===== src/common/addr_mode_consts.vh =====
`ifndef ADDR_MODE_CONSTS_VH
`define ADDR_MODE_CONSTS_VH
`define AM_IMP   4'h0
`define AM_IMM   4'h1
`define AM_ZPG   4'h2
`define AM_ZPX   4'h3
`define AM_ZPY   4'h4
`define AM_ABS   4'h5
`define AM_ABX   4'h6
`define AM_ABY   4'h7
`define AM_REL   4'h8
`define AM_INX   4'h9
`define AM_INY   4'hA
`define AM_ZIND  4'hB
`define AM_IND   4'hC
`define AM_AINX  4'hD
`define AM_NOP1  4'hE
`define AM_NOPN  4'hF
`define OP_OTHER 4'h0
`define OP_JUMP  4'h1
`define OP_BRA   4'h2
`define OP_STZ   4'h3
`define OP_TRB   4'h4
`define OP_TSB   4'h5
`define OP_PHX   4'h6
`define OP_PHY   4'h7
`define OP_PLX   4'h8
`define OP_PLY   4'h9
`define OP_STA   4'hA
`define OP_NOP   4'hB
`define OP_BCOND 4'hC
`define PAGE_ZERO 8'h00
`endif


===== src/opcode_decoder.v =====
`timescale 1ns/1ps
`include "addr_mode_consts.vh"
module opcode_decoder (
  input  wire [7:0] opcode_in,
  output reg  [3:0] mode_out,
  output reg  [3:0] op_out,
  output reg  [1:0] nop_bytes_out
);
  wire [3:0] opcode_upper_nibble = opcode_in[7:4];
  wire [3:0] col = opcode_in[3:0];
  wire       odd_row = opcode_upper_nibble[0];
  // Row selects operation group, column selects addressing shape [RQ18]
  always @* begin
    mode_out      = `AM_IMP;
    op_out        = `OP_OTHER;
    nop_bytes_out = 2'h1;
    case (col)
      4'h0: begin
        if (odd_row) begin
          mode_out = `AM_REL; // [RQ5]
          op_out   = `OP_BCOND;
        end else if (opcode_in == 8'h80) begin
          mode_out = `AM_REL; // [RQ5]
          op_out   = `OP_BRA;
        end else if (opcode_in == 8'h20) mode_out = `AM_ABS;
        else if (opcode_in[7]) mode_out = `AM_IMM;
      end
      4'h1: mode_out = odd_row ? `AM_INY : `AM_INX;
      4'h2: begin
        if (odd_row) mode_out = `AM_ZIND;
        else if (opcode_in == 8'hA2) mode_out = `AM_IMM;
        else begin
          mode_out      = `AM_NOPN; // [RQ16]
          op_out        = `OP_NOP;
          nop_bytes_out = 2'h2;
        end
      end
      4'h4, 4'h5, 4'h6: begin
        mode_out = odd_row ? ((opcode_in == 8'h96 || opcode_in == 8'hB6) ? `AM_ZPY : `AM_ZPX) : `AM_ZPG;
        if (opcode_in == 8'h44 || opcode_in == 8'h54 || opcode_in == 8'hD4 || opcode_in == 8'hF4) begin
          mode_out      = `AM_NOPN; // [RQ16]
          op_out        = `OP_NOP;
          nop_bytes_out = 2'h2;
        end
        if (opcode_in == 8'h64 || opcode_in == 8'h74) op_out = `OP_STZ; // [RQ14]
        if (opcode_in == 8'h04) op_out = `OP_TSB; // [RQ13]
        if (opcode_in == 8'h14) begin
          mode_out = `AM_ZPG; // [RQ18]
          op_out   = `OP_TRB; // [RQ13]
        end
        if (opcode_in == 8'h85 || opcode_in == 8'h95) op_out = `OP_STA;
      end
      4'h9: mode_out = odd_row ? `AM_ABY : `AM_IMM;
      4'hA: begin
        if (opcode_in == 8'hDA) op_out = `OP_PHX; // [RQ15]
        if (opcode_in == 8'h5A) op_out = `OP_PHY; // [RQ15]
        if (opcode_in == 8'hFA) op_out = `OP_PLX; // [RQ15]
        if (opcode_in == 8'h7A) op_out = `OP_PLY; // [RQ15]
      end
      4'hC, 4'hD, 4'hE: begin
        mode_out = odd_row ? ((opcode_in == 8'hBE) ? `AM_ABY : `AM_ABX) : `AM_ABS;
        if (opcode_in == 8'h4C) op_out = `OP_JUMP;
        if (opcode_in == 8'h6C) begin
          mode_out = `AM_IND; // [RQ12]
          op_out   = `OP_JUMP;
        end
        if (opcode_in == 8'h7C) begin
          mode_out = `AM_AINX; // [RQ8]
          op_out   = `OP_JUMP;
        end
        if (opcode_in == 8'h5C || opcode_in == 8'hDC || opcode_in == 8'hFC) begin
          mode_out      = `AM_NOPN; // [RQ16]
          op_out        = `OP_NOP;
          nop_bytes_out = 2'h3;
        end
        if (opcode_in == 8'h9C || opcode_in == 8'h9E) op_out = `OP_STZ; // [RQ14]
        if (opcode_in == 8'h9C) mode_out = `AM_ABS; // [RQ18]
        if (opcode_in == 8'h0C) op_out = `OP_TSB; // [RQ13]
        if (opcode_in == 8'h1C) begin
          mode_out = `AM_ABS; // [RQ18]
          op_out   = `OP_TRB; // [RQ13]
        end
        if (opcode_in == 8'h8D || opcode_in == 8'h9D) op_out = `OP_STA;
      end
      4'h3, 4'h7, 4'hB, 4'hF: begin
        mode_out = `AM_NOP1; // [RQ16]
        op_out   = `OP_NOP;
      end
      default: begin
        if (opcode_in == 8'h89) mode_out = `AM_IMM;
        else mode_out = `AM_IMP;
      end
    endcase
    if (opcode_in == 8'h81 || opcode_in == 8'h91 || opcode_in == 8'h92 || opcode_in == 8'h99) op_out = `OP_STA;
  end
endmodule // opcode_decoder


===== src/cpu_address_mode_unit.v =====
`timescale 1ns/1ps
// Notes on behaviour
// RQ1: Zero page fetches one operand byte; high address byte forced to zero.
// RQ2: Absolute indexed address is two-byte base plus selected index register.
// RQ3: Zero page indexed address is operand byte plus index, in page zero.
// RQ4: Zero page indexed sum drops its carry and wraps inside page zero.
// RQ5: Relative mode serves branches only; target is PC plus signed offset.
// RQ6: Indirect X adds operand to first index, carry dropped, page-zero pointer.
// RQ7: Indirect X reads low then high byte, both inside page zero.
// RQ8: Jump indexed indirect adds operand to first index, reads target there.
// RQ9: Indirect Y adds pointer low byte to second index for low address.
// RQ10: Indirect Y carry joins next pointer byte to form high address.
// RQ11: Zero page indirect reads two consecutive pointer bytes, low then high.
// RQ12: Jump indirect reads a 16-bit target and loads the program counter.
// RQ13: Test-and-clear and test-and-set memory bits are read-modify-write.
// RQ14: Store zero writes a zero byte, using no register contents.
// RQ15: Both index registers can be pushed and pulled on the stack.
// RQ16: Unassigned opcodes run as no-operations of fixed length.
// RQ17: Indexed page crossing adds a cycle, except store accumulator and zero.
// RQ18: Opcode upper nibble picks row, lower nibble column of the map.
// RQ19: Memory returns the addressed byte for every operand and pointer read.
`include "addr_mode_consts.vh"
module cpu_address_mode_unit (
  input  wire        clock_in,
  input  wire        rst_in,
  input  wire        start_in,
  input  wire [15:0] pc_in,
  input  wire [7:0]  index_first_in,
  input  wire [7:0]  index_second_in,
  input  wire [7:0]  accum_in,
  input  wire [7:0]  stack_ptr_in,
  input  wire [7:0]  data_in,
  output reg  [15:0] addr_out,
  output reg  [7:0]  data_out,
  output reg         write_out,
  output reg         busy_out,
  output reg         done_out,
  output reg  [15:0] eff_addr_out,
  output reg  [15:0] next_pc_out,
  output reg  [3:0]  mode_out,
  output reg  [3:0]  op_out,
  output reg         page_cross_out,
  output reg         zero_test_out,
  output reg  [7:0]  pulled_out,
  output reg  [3:0]  cycles_out
);
  localparam [3:0] ST_IDLE  = 4'h0;
  localparam [3:0] ST_OPC   = 4'h1;
  localparam [3:0] ST_OPL   = 4'h2;
  localparam [3:0] ST_OPH   = 4'h3;
  localparam [3:0] ST_PTRL  = 4'h4;
  localparam [3:0] ST_PTRH  = 4'h5;
  localparam [3:0] ST_RMWR  = 4'h6;
  localparam [3:0] ST_RMWW  = 4'h7;
  localparam [3:0] ST_STK   = 4'h8;
  localparam [3:0] ST_SKIP  = 4'h9;
  localparam [3:0] ST_DONE  = 4'hA;

  reg  [3:0]  state_r;
  reg  [15:0] pc_r;
  reg  [7:0]  opcode_r;
  reg  [7:0]  lo_r;
  reg  [15:0] ptr_r;
  reg  [1:0]  skip_r;
  wire [3:0]  mode_w;
  wire [3:0]  op_w;
  wire [1:0]  nop_len_w;

  opcode_decoder u_dec (
    .opcode_in     (opcode_r),
    .mode_out      (mode_w),
    .op_out        (op_w),
    .nop_bytes_out (nop_len_w)
  );

  wire [7:0] idx_w = (mode_w == `AM_ABY || mode_w == `AM_ZPY) ? index_second_in : index_first_in;
  wire [8:0] lo_sum_w = {1'b0, lo_r} + {1'b0, idx_w};
  wire [8:0] iy_sum_w = {1'b0, lo_r} + {1'b0, index_second_in};
  wire       is_push = (op_w == `OP_PHX) || (op_w == `OP_PHY);
  wire       is_pull = (op_w == `OP_PLX) || (op_w == `OP_PLY);
  wire       no_penalty = (op_w == `OP_STA) || (op_w == `OP_STZ);
  wire [7:0] rmw_w = (op_w == `OP_TSB) ? (data_in | accum_in) : (data_in & ~accum_in);

  always @(posedge clock_in) begin
    if (rst_in) begin
      state_r        <= ST_IDLE;
      pc_r           <= 16'h0000;
      opcode_r       <= 8'h00;
      lo_r           <= 8'h00;
      ptr_r          <= 16'h0000;
      skip_r         <= 2'h0;
      addr_out       <= 16'h0000;
      data_out       <= 8'h00;
      write_out      <= 1'b0;
      busy_out       <= 1'b0;
      done_out       <= 1'b0;
      eff_addr_out   <= 16'h0000;
      next_pc_out    <= 16'h0000;
      mode_out       <= 4'h0;
      op_out         <= 4'h0;
      page_cross_out <= 1'b0;
      zero_test_out  <= 1'b0;
      pulled_out     <= 8'h00;
      cycles_out     <= 4'h0;
    end else begin
      done_out  <= 1'b0;
      write_out <= 1'b0;
      case (state_r)
        ST_IDLE: begin
          if (start_in) begin
            addr_out       <= pc_in;
            pc_r           <= pc_in + 16'h0001;
            busy_out       <= 1'b1;
            page_cross_out <= 1'b0;
            cycles_out     <= 4'h1;
            state_r        <= ST_OPC;
          end
        end
        ST_OPC: begin
          // Memory answers every read in the cycle after the address [RQ19]
          opcode_r   <= data_in;
          cycles_out <= cycles_out + 4'h1;
          addr_out   <= pc_r;
          state_r    <= ST_OPL;
        end
        ST_OPL: begin
          mode_out   <= mode_w;
          op_out     <= op_w;
          lo_r       <= data_in;
          cycles_out <= cycles_out + 4'h1;
          case (mode_w)
            `AM_IMP: begin
              next_pc_out <= pc_r;
              if (is_push) begin
                addr_out  <= {8'h01, stack_ptr_in};
                data_out  <= (op_w == `OP_PHX) ? index_first_in : index_second_in; // [RQ15]
                write_out <= 1'b1;
                state_r   <= ST_DONE;
              end else if (is_pull) begin
                addr_out <= {8'h01, stack_ptr_in + 8'h01}; // [RQ15]
                state_r  <= ST_STK;
              end else state_r <= ST_DONE;
            end
            `AM_NOP1: begin
              next_pc_out <= pc_r; // [RQ16]
              state_r     <= ST_DONE;
            end
            `AM_NOPN: begin
              pc_r    <= pc_r + {14'h0000, nop_len_w} - 16'h0001; // [RQ16]
              skip_r  <= opcode_in_is_5c(opcode_r) ? 2'h3 : ((opcode_r[3:0] == 4'h2) ? 2'h0 : 2'h1);
              state_r <= ST_SKIP;
            end
            `AM_IMM, `AM_REL: begin
              pc_r    <= pc_r + 16'h0001;
              state_r <= ST_PTRL;
            end
            `AM_ZPG: begin
              pc_r         <= pc_r + 16'h0001;
              eff_addr_out <= {`PAGE_ZERO, data_in}; // [RQ1]
              state_r      <= ST_PTRL;
            end
            `AM_ZPX, `AM_ZPY, `AM_INX: begin
              pc_r    <= pc_r + 16'h0001;
              ptr_r   <= {`PAGE_ZERO, data_in + idx_w}; // [RQ3] [RQ4] [RQ6]
              addr_out <= {`PAGE_ZERO, data_in + idx_w};
              state_r <= (mode_w == `AM_INX) ? ST_PTRL : ST_SKIP;
              skip_r  <= 2'h0;
            end
            `AM_INY, `AM_ZIND: begin
              pc_r     <= pc_r + 16'h0001;
              ptr_r    <= {`PAGE_ZERO, data_in}; // [RQ9] [RQ11]
              addr_out <= {`PAGE_ZERO, data_in};
              state_r  <= ST_PTRL;
            end
            default: begin
              pc_r     <= pc_r + 16'h0001;
              addr_out <= pc_r + 16'h0001;
              state_r  <= ST_OPH;
            end
          endcase
        end
        ST_OPH: begin
          pc_r       <= pc_r + 16'h0001;
          cycles_out <= cycles_out + 4'h1;
          next_pc_out <= pc_r + 16'h0001;
          case (mode_w)
            `AM_ABX, `AM_ABY: begin
              eff_addr_out   <= {data_in, lo_r} + {8'h00, idx_w}; // [RQ2]
              page_cross_out <= lo_sum_w[8] & ~no_penalty; // [RQ17]
              if (lo_sum_w[8] && !no_penalty) cycles_out <= cycles_out + 4'h2; // [RQ17]
              state_r        <= ST_RMWR;
            end
            `AM_IND, `AM_AINX: begin
              ptr_r    <= {data_in, lo_r} + {8'h00, (mode_w == `AM_AINX) ? index_first_in : 8'h00}; // [RQ8] [RQ12]
              addr_out <= {data_in, lo_r} + {8'h00, (mode_w == `AM_AINX) ? index_first_in : 8'h00};
              state_r  <= ST_PTRL;
            end
            default: begin
              eff_addr_out <= {data_in, lo_r};
              if (op_w == `OP_JUMP) next_pc_out <= {data_in, lo_r};
              state_r <= ST_RMWR;
            end
          endcase
        end
        ST_PTRL: begin
          cycles_out <= cycles_out + 4'h1;
          next_pc_out <= pc_r;
          case (mode_w)
            `AM_REL: begin
              eff_addr_out <= pc_r + {{8{lo_r[7]}}, lo_r}; // [RQ5]
              if (op_w == `OP_BRA) next_pc_out <= pc_r + {{8{lo_r[7]}}, lo_r}; // [RQ5]
              state_r <= ST_DONE;
            end
            `AM_IMM: state_r <= ST_DONE;
            `AM_ZPG: state_r <= ST_RMWR;
            default: begin
              lo_r     <= data_in;
              // Indirect X keeps its second read in page zero [RQ7]
              addr_out <= (mode_w == `AM_IND || mode_w == `AM_AINX) ? ptr_r + 16'h0001 : {`PAGE_ZERO, ptr_r[7:0] + 8'h01};
              state_r  <= ST_PTRH;
            end
          endcase
        end
        ST_PTRH: begin
          cycles_out <= cycles_out + 4'h1;
          if (mode_w == `AM_INY) begin
            eff_addr_out   <= {data_in + {7'h00, iy_sum_w[8]}, iy_sum_w[7:0]}; // [RQ9] [RQ10]
            page_cross_out <= iy_sum_w[8] & ~no_penalty; // [RQ17]
            if (iy_sum_w[8] && !no_penalty) cycles_out <= cycles_out + 4'h2;
          end else eff_addr_out <= {data_in, lo_r}; // [RQ7] [RQ11]
          if (op_w == `OP_JUMP) next_pc_out <= {data_in, lo_r}; // [RQ8] [RQ12]
          state_r <= (op_w == `OP_JUMP) ? ST_DONE : ST_RMWR;
        end
        ST_SKIP: begin
          cycles_out <= cycles_out + 4'h1;
          if (mode_w == `AM_NOPN) begin
            next_pc_out <= pc_r;
            if (skip_r == 2'h0) state_r <= ST_DONE;
            else skip_r <= skip_r - 2'h1;
          end else begin
            eff_addr_out <= ptr_r;
            state_r      <= ST_RMWR;
          end
        end
        ST_RMWR: begin
          addr_out <= eff_addr_out;
          if (op_w == `OP_STZ) begin
            data_out  <= 8'h00; // [RQ14]
            write_out <= 1'b1;
            state_r   <= ST_DONE;
          end else if (op_w == `OP_TRB || op_w == `OP_TSB) state_r <= ST_RMWW;
          else state_r <= ST_DONE;
        end
        ST_RMWW: begin
          // One read then one write keeps the modify cycle bus-quiet [RQ13]
          zero_test_out <= ((data_in & accum_in) == 8'h00);
          data_out      <= rmw_w;
          write_out     <= 1'b1;
          cycles_out    <= cycles_out + 4'h2;
          state_r       <= ST_DONE;
        end
        ST_STK: begin
          pulled_out <= data_in; // [RQ15]
          cycles_out <= cycles_out + 4'h2;
          state_r    <= ST_DONE;
        end
        ST_DONE: begin
          busy_out <= 1'b0;
          done_out <= 1'b1;
          state_r  <= ST_IDLE;
        end
        default: state_r <= ST_IDLE;
      endcase
    end
  end

  function opcode_in_is_5c;
    input [7:0] op;
    begin
      opcode_in_is_5c = (op == 8'h5C);
    end
  endfunction
endmodule // cpu_address_mode_unit


===== config.mk =====
export PLATFORM = sky130hd
export DESIGN_NAME = cpu_address_mode_unit
export DESIGN_NICKNAME = d
export VERILOG_FILES = /design/src/opcode_decoder.v /design/src/cpu_address_mode_unit.v
export VERILOG_INCLUDE_DIRS = /design/src /design/src/common
export SDC_FILE = /design/constraint.sdc
export NUM_CORES = 1
export LEC_CHECK = 0
export BUFFER_PORTS_ARGS = -buffer_cell sky130_fd_sc_hd__clkbuf_2
export CORE_AREA = 2 2 225 172
export CTS_CLUSTER_DIAMETER = 80
export CTS_CLUSTER_SIZE = 8
export DETAILED_ROUTE_END_ITERATION = 7
export DIE_AREA = 0 0 227 174
export GPL_TIMING_DRIVEN = 0
export HOLD_SLACK_MARGIN = 0.12
export PLACE_DENSITY = 0.55
export SLEW_MARGIN = 20
export SYNTH_ARGS = -nofsm -noshare
export SYNTH_HDL_FRONTEND = slang
export SYNTH_SLANG_ARGS = --single-unit
export TNS_END_PERCENT = 1

===== constraint.sdc =====
create_clock -name clock_in -period 4 [get_ports clock_in]
set_clock_uncertainty 0.05 [all_clocks]
set_input_delay 0.2 -clock clock_in [delete_from_list [all_inputs] [get_ports clock_in]]
set_output_delay 0.2 -clock clock_in [all_outputs]
set_load 0.05 [all_outputs]

* Word level (Yosys, flattened, before mapping)
Index checks and enable logic that the tools add are counted.
Cells by class: $add $sub $neg 17, $mul 0, div/mod/pow operators 0, order comparisons 0, equality and inequality tests 107, shift operators 0, mux-type cells 121, bitwise operators 7, reductions and logical operators 64
Operators with widths (number):
- two-way mux 16 bit | 18
- equality test 8 bit (second input constant) | 22
- two-way mux 4 bit | 41
- case mux 16 bit (5 select lines) | 2
- case mux 16 bit (2 select lines) | 4
- case mux 16 bit (6 select lines) | 1
- equality test 4 bit (second input constant) | 21
- equality test 8 x 7 -> 1 bit (second input constant) | 10
- two-way mux 8 bit | 8
- case mux 16 bit (4 select lines) | 1
- equality test 4 x 3 -> 1 bit (second input constant) | 15
- adder 16 x 1 -> 16 bit (second input constant) | 3
- case mux 16 bit (3 select lines) | 1
- case mux 4 bit (5 select lines) | 2
- inequality test 2 bit (second input constant) | 18
- case mux 4 bit (9 select lines) | 1
- adder 16 x 8 -> 16 bit | 2
- equality test 4 x 2 -> 1 bit (second input constant) | 8
- case mux 4 bit (8 select lines) | 1
- two-way mux 2 bit | 12
- case mux 4 bit (6 select lines) | 1
- case mux 8 bit (3 select lines) | 1
- logical OR 1 bit | 19
- adder 8 x 8 -> 9 bit | 2
- other kinds (47) | 102
Word-level totals: register bits after elaboration 135, bits in latches 0, RAM bits 0, bits in read-only memories 0, input port bits 59, output and inout port bits 81, logic and storage cells 335, memories kept 0

* Logic depth before layout (Yosys ltp)
word-level depth 18, depth in mapped cells 21, gate-level depth less buffers 19

* By module
A second synthesis with hierarchy kept.
Unflattened totals: cell total of the unflattened synthesis 1834, area, all modules 13466.7 um^2
Modules (own cells, without submodules):
- cpu_address_mode_unit | instances 1, cells an instance 1713, area each 12721.0 um^2, sequential area each 2702.6 um^2
- opcode_decoder | instances 1, cells an instance 121, area each 745.7 um^2, sequential area each 0.0 um^2

* Least setup slack after synthesis
No wires, ideal clock.
path kind register -> register, start point reg opcode_r[5], end point reg cycles_out[0], library setup time 0.071 ns, arrival time 4.230 ns, required time 3.879 ns, setup slack -0.350 ns, stages on the path, launching flop included 21, buffers on the path 3, clock period less this slack 4.350 ns, cell sequence dfxtp_1 > buf_2 > nand2b_1 > o311ai_2 > o311a_1 > buf_2 > nor3_2 > buf_4 > a31oi_4 > mux2_2 > ha_1 > fa_1 > a21o_1 > a21oi_1 > nand2b_1 > a21oi_1 > a41oi_1 > a211o_1 > nand3_1 > or3_1 > a21oi_1
Between the ends: cells in the longest elaborated chain, start to end 18, elaborated cells on any way between the ends 110, classes of those cells add/sub: 1; eq/ne: 43; mux: 47; reduce/logical: 19
Ends and longest elaborated chain:
- start, declared | line cpu_address_mode_unit.v:61 | reg [7:0] opcode_r;
- start signal, assigned | line cpu_address_mode_unit.v:121 | opcode_r <= data_in;
- parallel branches: the longest is 17 deep, another holds equality test 8 bit
- case mux 4 bit (5 select lines) * | line cpu_address_mode_unit.v:108 | case (state_r)
- end signal, assigned | line cpu_address_mode_unit.v:225 | cycles_out <= cycles_out + 4'h1;
- end signal, assigned | line cpu_address_mode_unit.v:229 | if (iy_sum_w[8] && !no_penalty) cycles_out <= cycles_out + 4'h2;
- end signal, assigned | line cpu_address_mode_unit.v:235 | cycles_out <= cycles_out + 4'h1;
- end, declared | line cpu_address_mode_unit.v:45 | output reg [3:0] cycles_out
Every way passes the cells marked *. A chain may end at the register's enable or synchronous reset.

* Final worst setup path
start point reg opcode_r[7], end point reg eff_addr_out[10]
Between the ends: cells in the longest elaborated chain, start to end 15, elaborated cells on any way between the ends 66, classes of those cells add/sub: 1; eq/ne: 32; mux: 23; reduce/logical: 10
Ends and longest elaborated chain:
- equality test 8 bit | line opcode_decoder.v:61 | mode_out = odd_row ? ((opcode_in == 8'hBE) ? `AM_ABY : `AM_ABX) : `AM_ABS;
- two-way mux 1 bit (no line)
- two-way mux 4 bit (no line)
- two-way mux 4 bit | line opcode_decoder.v:63 | if (opcode_in == 8'h6C) begin
- two-way mux 4 bit | line opcode_decoder.v:67 | if (opcode_in == 8'h7C) begin
- two-way mux 4 bit | line opcode_decoder.v:71 | if (opcode_in == 8'h5C || opcode_in == 8'hDC || opcode_in == 8'hFC) begin
- two-way mux 4 bit | line opcode_decoder.v:77 | if (opcode_in == 8'h9C) mode_out = `AM_ABS;
- two-way mux 4 bit | line opcode_decoder.v:79 | if (opcode_in == 8'h1C) begin
- case mux 4 bit (8 select lines) * | line opcode_decoder.v:17 | case (col)
- equality test 4 x 3 -> 1 bit, on equally long branches
- logical OR 1 bit (no line)
- two-way mux 8 bit | line cpu_address_mode_unit.v:76 | wire [7:0] idx_w = (mode_w == `AM_ABY || mode_w == `AM_ZPY) ? index_second_in : index_first_in;
- adder 16 x 8 -> 16 bit | line cpu_address_mode_unit.v:188 | eff_addr_out <= {data_in, lo_r} + {8'h00, idx_w};
- case mux 16 bit (2 select lines) | line cpu_address_mode_unit.v:186 | case (mode_w)
- case mux 16 bit (5 select lines) | line cpu_address_mode_unit.v:108
- end signal, assigned | line cpu_address_mode_unit.v:188
- end signal, assigned | line cpu_address_mode_unit.v:199 | eff_addr_out <= {data_in, lo_r};
- end signal, assigned | line cpu_address_mode_unit.v:210 | eff_addr_out <= pc_r + {{8{lo_r[7]}}, lo_r};
- end, declared | line cpu_address_mode_unit.v:38 | output reg [15:0] eff_addr_out,
Every way passes the cells marked *; elsewhere a longest branch is shown, timed or not.

==> impl_metrics.json <==
{
  "placed_cells": 2350,
  "power_mw": 11.9,
  "async_flop_share_pct": 0,
  "leakage_nw": 6.39,
  "synth.avg_cell_area_sq_um": 7.59,
  "coreArea_sq_um": 37500,
  "crit_cells": 21,
  "synth_top_family_by_area": "compound AO/OA/AOI/OAI gates",
  "fin_crit_ps": 4670,
  "synth_xor_area_share_pct": 8.20,
  "synth_nets": 1849,
  "netlist_top_cells_count": "183 x nand2_1, 164 x nor2_1, 145 x a21oi_1",
  "rsz0062_at_grt": "yes",
  "path_delay_family": "compound AO/OA/AOI/OAI gates",
  "yosys_warnings": 0,
  "grt_pass1_wl_mm": 96.3,
  "muxShareOfSynthArea_pct": 4.82,
  "drv_cap": 0,
  "worst_slack_ps": -669,
  "synth_area_leaders": "dfxtp_1 21%, ha_1 8.1%, a21oi_1 5.6%",
  "rr_worst_depth": 21,
  "placed_area_sq_um": 14300,
  "ys_seq_elements": 135,
  "route.met2.wl_mm": 26.8,
  "die_area_sq_um": 39500,
  "rr_endpoint": "eff_addr_out[10]$_SDFFE_PP0P_",
  "path_class": "reg -> reg",
  "slowest_delay_ps": 560,
  "startpoint": "opcode_r[7]$_SDFFE_PP0N_",
  "yosys.area_share.simple_pct": 21.9,
  "clk_latency_ps": 460,
  "grtUsageTotal_pct": 33.3,
  "synth.distinct_cells": 100,
  "maxSlewViolCount": 0,
  "synth_compound_area_share_pct": 29.6,
  "fillCellCount": 3978,
  "fmax_mhz": 214,
  "r2r_start": "opcode_r[7]$_SDFFE_PP0N_",
  "synth_most_common_cell": "nand2_1",
  "cts_tree": "yes",
  "hold_viol_final": 0,
  "place.gp.congestion": 1.01,
  "top_layer_used": "met4",
  "max_slew.worst_pin.slew_ps": 1220,
  "num_rows": 62,
  "post-route-period-util_pct": 117,
  "via_count": 15100,
  "violations": "design-rule violations, negative setup slack",
  "grt_overflow_total": 0,
  "die_w_microns": 227,
  "critPathLaunchType": "flop",
  "drc": 6,
  "cts_buffers": 17,
  "worstSetupEndpointType": "flop",
  "first_iter_violations": 2103,
  "critical_path.cell_chain": "buf_6, and3b_2, o21a_1, o311a_1, buf_6, nor3_4, buf_6, a31oi_4, buf_12, mux2_4, ha_4, fa_2, a21o_1, a21oi_2, nand2b_4, a21oi_4, nand3_4, nor2_2, xor2_1, a222oi_1, a211oi_1",
  "syn2layout_area_growth_pct": 22.6,
  "maxSlewHeadroom_pct": 18.6,
  "cts_buffer_depth": 2,
  "initial_core_util_pct": 34.4,
  "reg2reg_slack_ps": -670,
  "crit_end": "eff_addr_out[10]$_SDFFE_PP0P_",
  "outcome": "complete, but fails checks",
  "drt_wl_total_mm": 66.7,
  "detail-route-antenna-nets": 0,
  "stdcell_count": 2419,
  "crit_top_cell": "buf_6",
  "ys.flop_type": "dfxtp_1",
  "htreeDepth": 4,
  "nets": 2043,
  "dp_hpwl_mm": 52.0,
  "grt_pass1_vias": 14100,
  "avgRoutedWirePerCell_microns": 27.6,
  "whs_ps": 156,
  "netlist.area_leader.share_pct": 20.9,
  "ys_seq_area_share_pct": 20.9,
  "drt-vias-per-instance": 6.24,
  "synthCells": 1700,
  "grt_max_degree": 17,
  "synth-edff-count": 0,
  "path_buf_inv": 4,
  "worstPathMaxFanout": 7,
  "post-synth-top-area-cell": "dfxtp_1",
  "die_h_microns": 174,
  "power.density_nw_per_um2": 749,
  "antenna_found_initial": 1,
  "cts.sinks": 135,
  "synthAdderAreaFrac_pct": 9.07,
  "min_path_type": "in -> reg",
  "cp_data_arrival_time_ps": 4910,
  "ioPinCount": 140,
  "cts.clk_slew.worst_paths_ps": 70,
  "cp.required_ps": 4240,
  "setup_viol": 36,
  "final_area_sq_um": 15800,
  "dr_wl_met3_mm": 7.83,
  "cp_slowest_cell": "a222oi_1",
  "layout-drive-gt1-share_pct": 19.4,
  "first_pass_iters": 8,
  "clockRootBuffer": "clkbuf_16",
  "peakVddDrop_mv": 0.426,
  "antenna_cells": 0,
  "wl_met1_mm": 29.9,
  "numPortBuffers": 137,
  "syn_area_sq_um": 12900
}
## tightest hold or removal path, stage by stage
cell and delay (ps):
clkbuf_2 100, a22oi_1 60, nand4_1 70, nor2_1 40
a21oi_1 110, nor2_1 40
## cell families (layout without fill, tap and decap cells)
kind of cell / after synthesis / count (layout)
compound gates: 536 / 536
fa+ha+maj: 90 / 90
buf+inv: 168 / 375
simple gates: 591 / 591
mux: 60 / 60
flops: 135 / 135
xor+xnor: 120 / 120
## where the power goes
group          leakage, nW  internal (mW)  switching [mW]
logic                 4.99           2.61            5.25
clock network        0.292          0.942           0.735
registers             1.10           1.69           0.634
## final cells by class
class	count	area, sq um	share of cell area (%)
multi-input cells	1397	10100	63.8
flip-flops and latches	135	2720	17.2
repair buffers	176	1020	6.42
well taps	512	641	4.05
plain buffers	111	541	3.42
clock buffers	19	443	2.80
inverters	56	214	1.35
clock inverters	13	145	0.917
## placed cells by master, fill, tap and decap left out, types with 18 or more instances in the layout
| master | count |
|---|---|
| o221ai_1 | 22 |
| nor3_1 | 28 |
| ha_1 | 79 |
| nand2_1 | 180 |
| a211oi_1 | 28 |
| buf_4 | 35 |
| clkbuf_2 | 140 |
| nand3_1 | 51 |
| o21ai_0 | 65 |
| mux2i_1 | 46 |
| nand4_1 | 27 |
| xnor2_1 | 67 |
| nand2b_1 | 18 |
| nor2_1 | 160 |
| o211ai_1 | 27 |
| a21oi_1 | 128 |
| clkbuf_1 | 67 |
| dfxtp_1 | 129 |
| xor2_1 | 50 |
| a221oi_1 | 28 |
| inv_1 | 55 |
| and3_1 | 23 |
## worst min-delay path by stage
stage,startpoint,endpoint,cells past startpoint
3_3_place_gp,addr_out[10]$_SDFFE_PP0P_,addr_out[10]$_SDFFE_PP0P_,2
5_1_grt,accum_in[1],zero_test_out$_SDFFE_PP0P_,6
3_5_place_dp,addr_out[10]$_SDFFE_PP0P_,addr_out[10]$_SDFFE_PP0P_,2
2_1_floorplan,pc_in[13],addr_out[13]$_SDFFE_PP0P_,2
4_1_cts,accum_in[1],zero_test_out$_SDFFE_PP0P_,6
6_report,accum_in[1],zero_test_out$_SDFFE_PP0P_,6
## timing repair
| item | in CTS | in global routing |
|---|---|---|
| endpoints found under the setup margin | 63 | 64 |
| resized for setup | 86 | 49 |
| endpoints found under the hold margin | 11 | 0 |
| hold buffers | 10 | 0 |
| pin swaps | 29 | 20 |
| buffers inserted | 16 | 12 |
## metrics by stage
stage | setup TNS [ps] | utilization (%) | setup WS (ps)
floorplan | -2070 | - | -206
global placement | -46820 | 38.1 | -1550
detailed placement | -39740 | 38.2 | -1470
CTS | -8500 | 41.4 | -584
global route | -15280 | 42.2 | -743
finish | -10170 | 42.2 | -669
## state kept, by name, summed over array words and instances, names as in the netlist, 16 cells and up
signal        cells
pc_r             16
addr_out         16
eff_addr_out     16
ptr_r            16
next_pc_out      16
## layer usage
metal,vias up,GRT usage [%]
li1,6729,-
met4,0,9.91
met2,900,46.8
met1,7340,49.2
met3,127,8.60
met5,-,0
No activity file was read; power rests on OpenSTA's default activity.
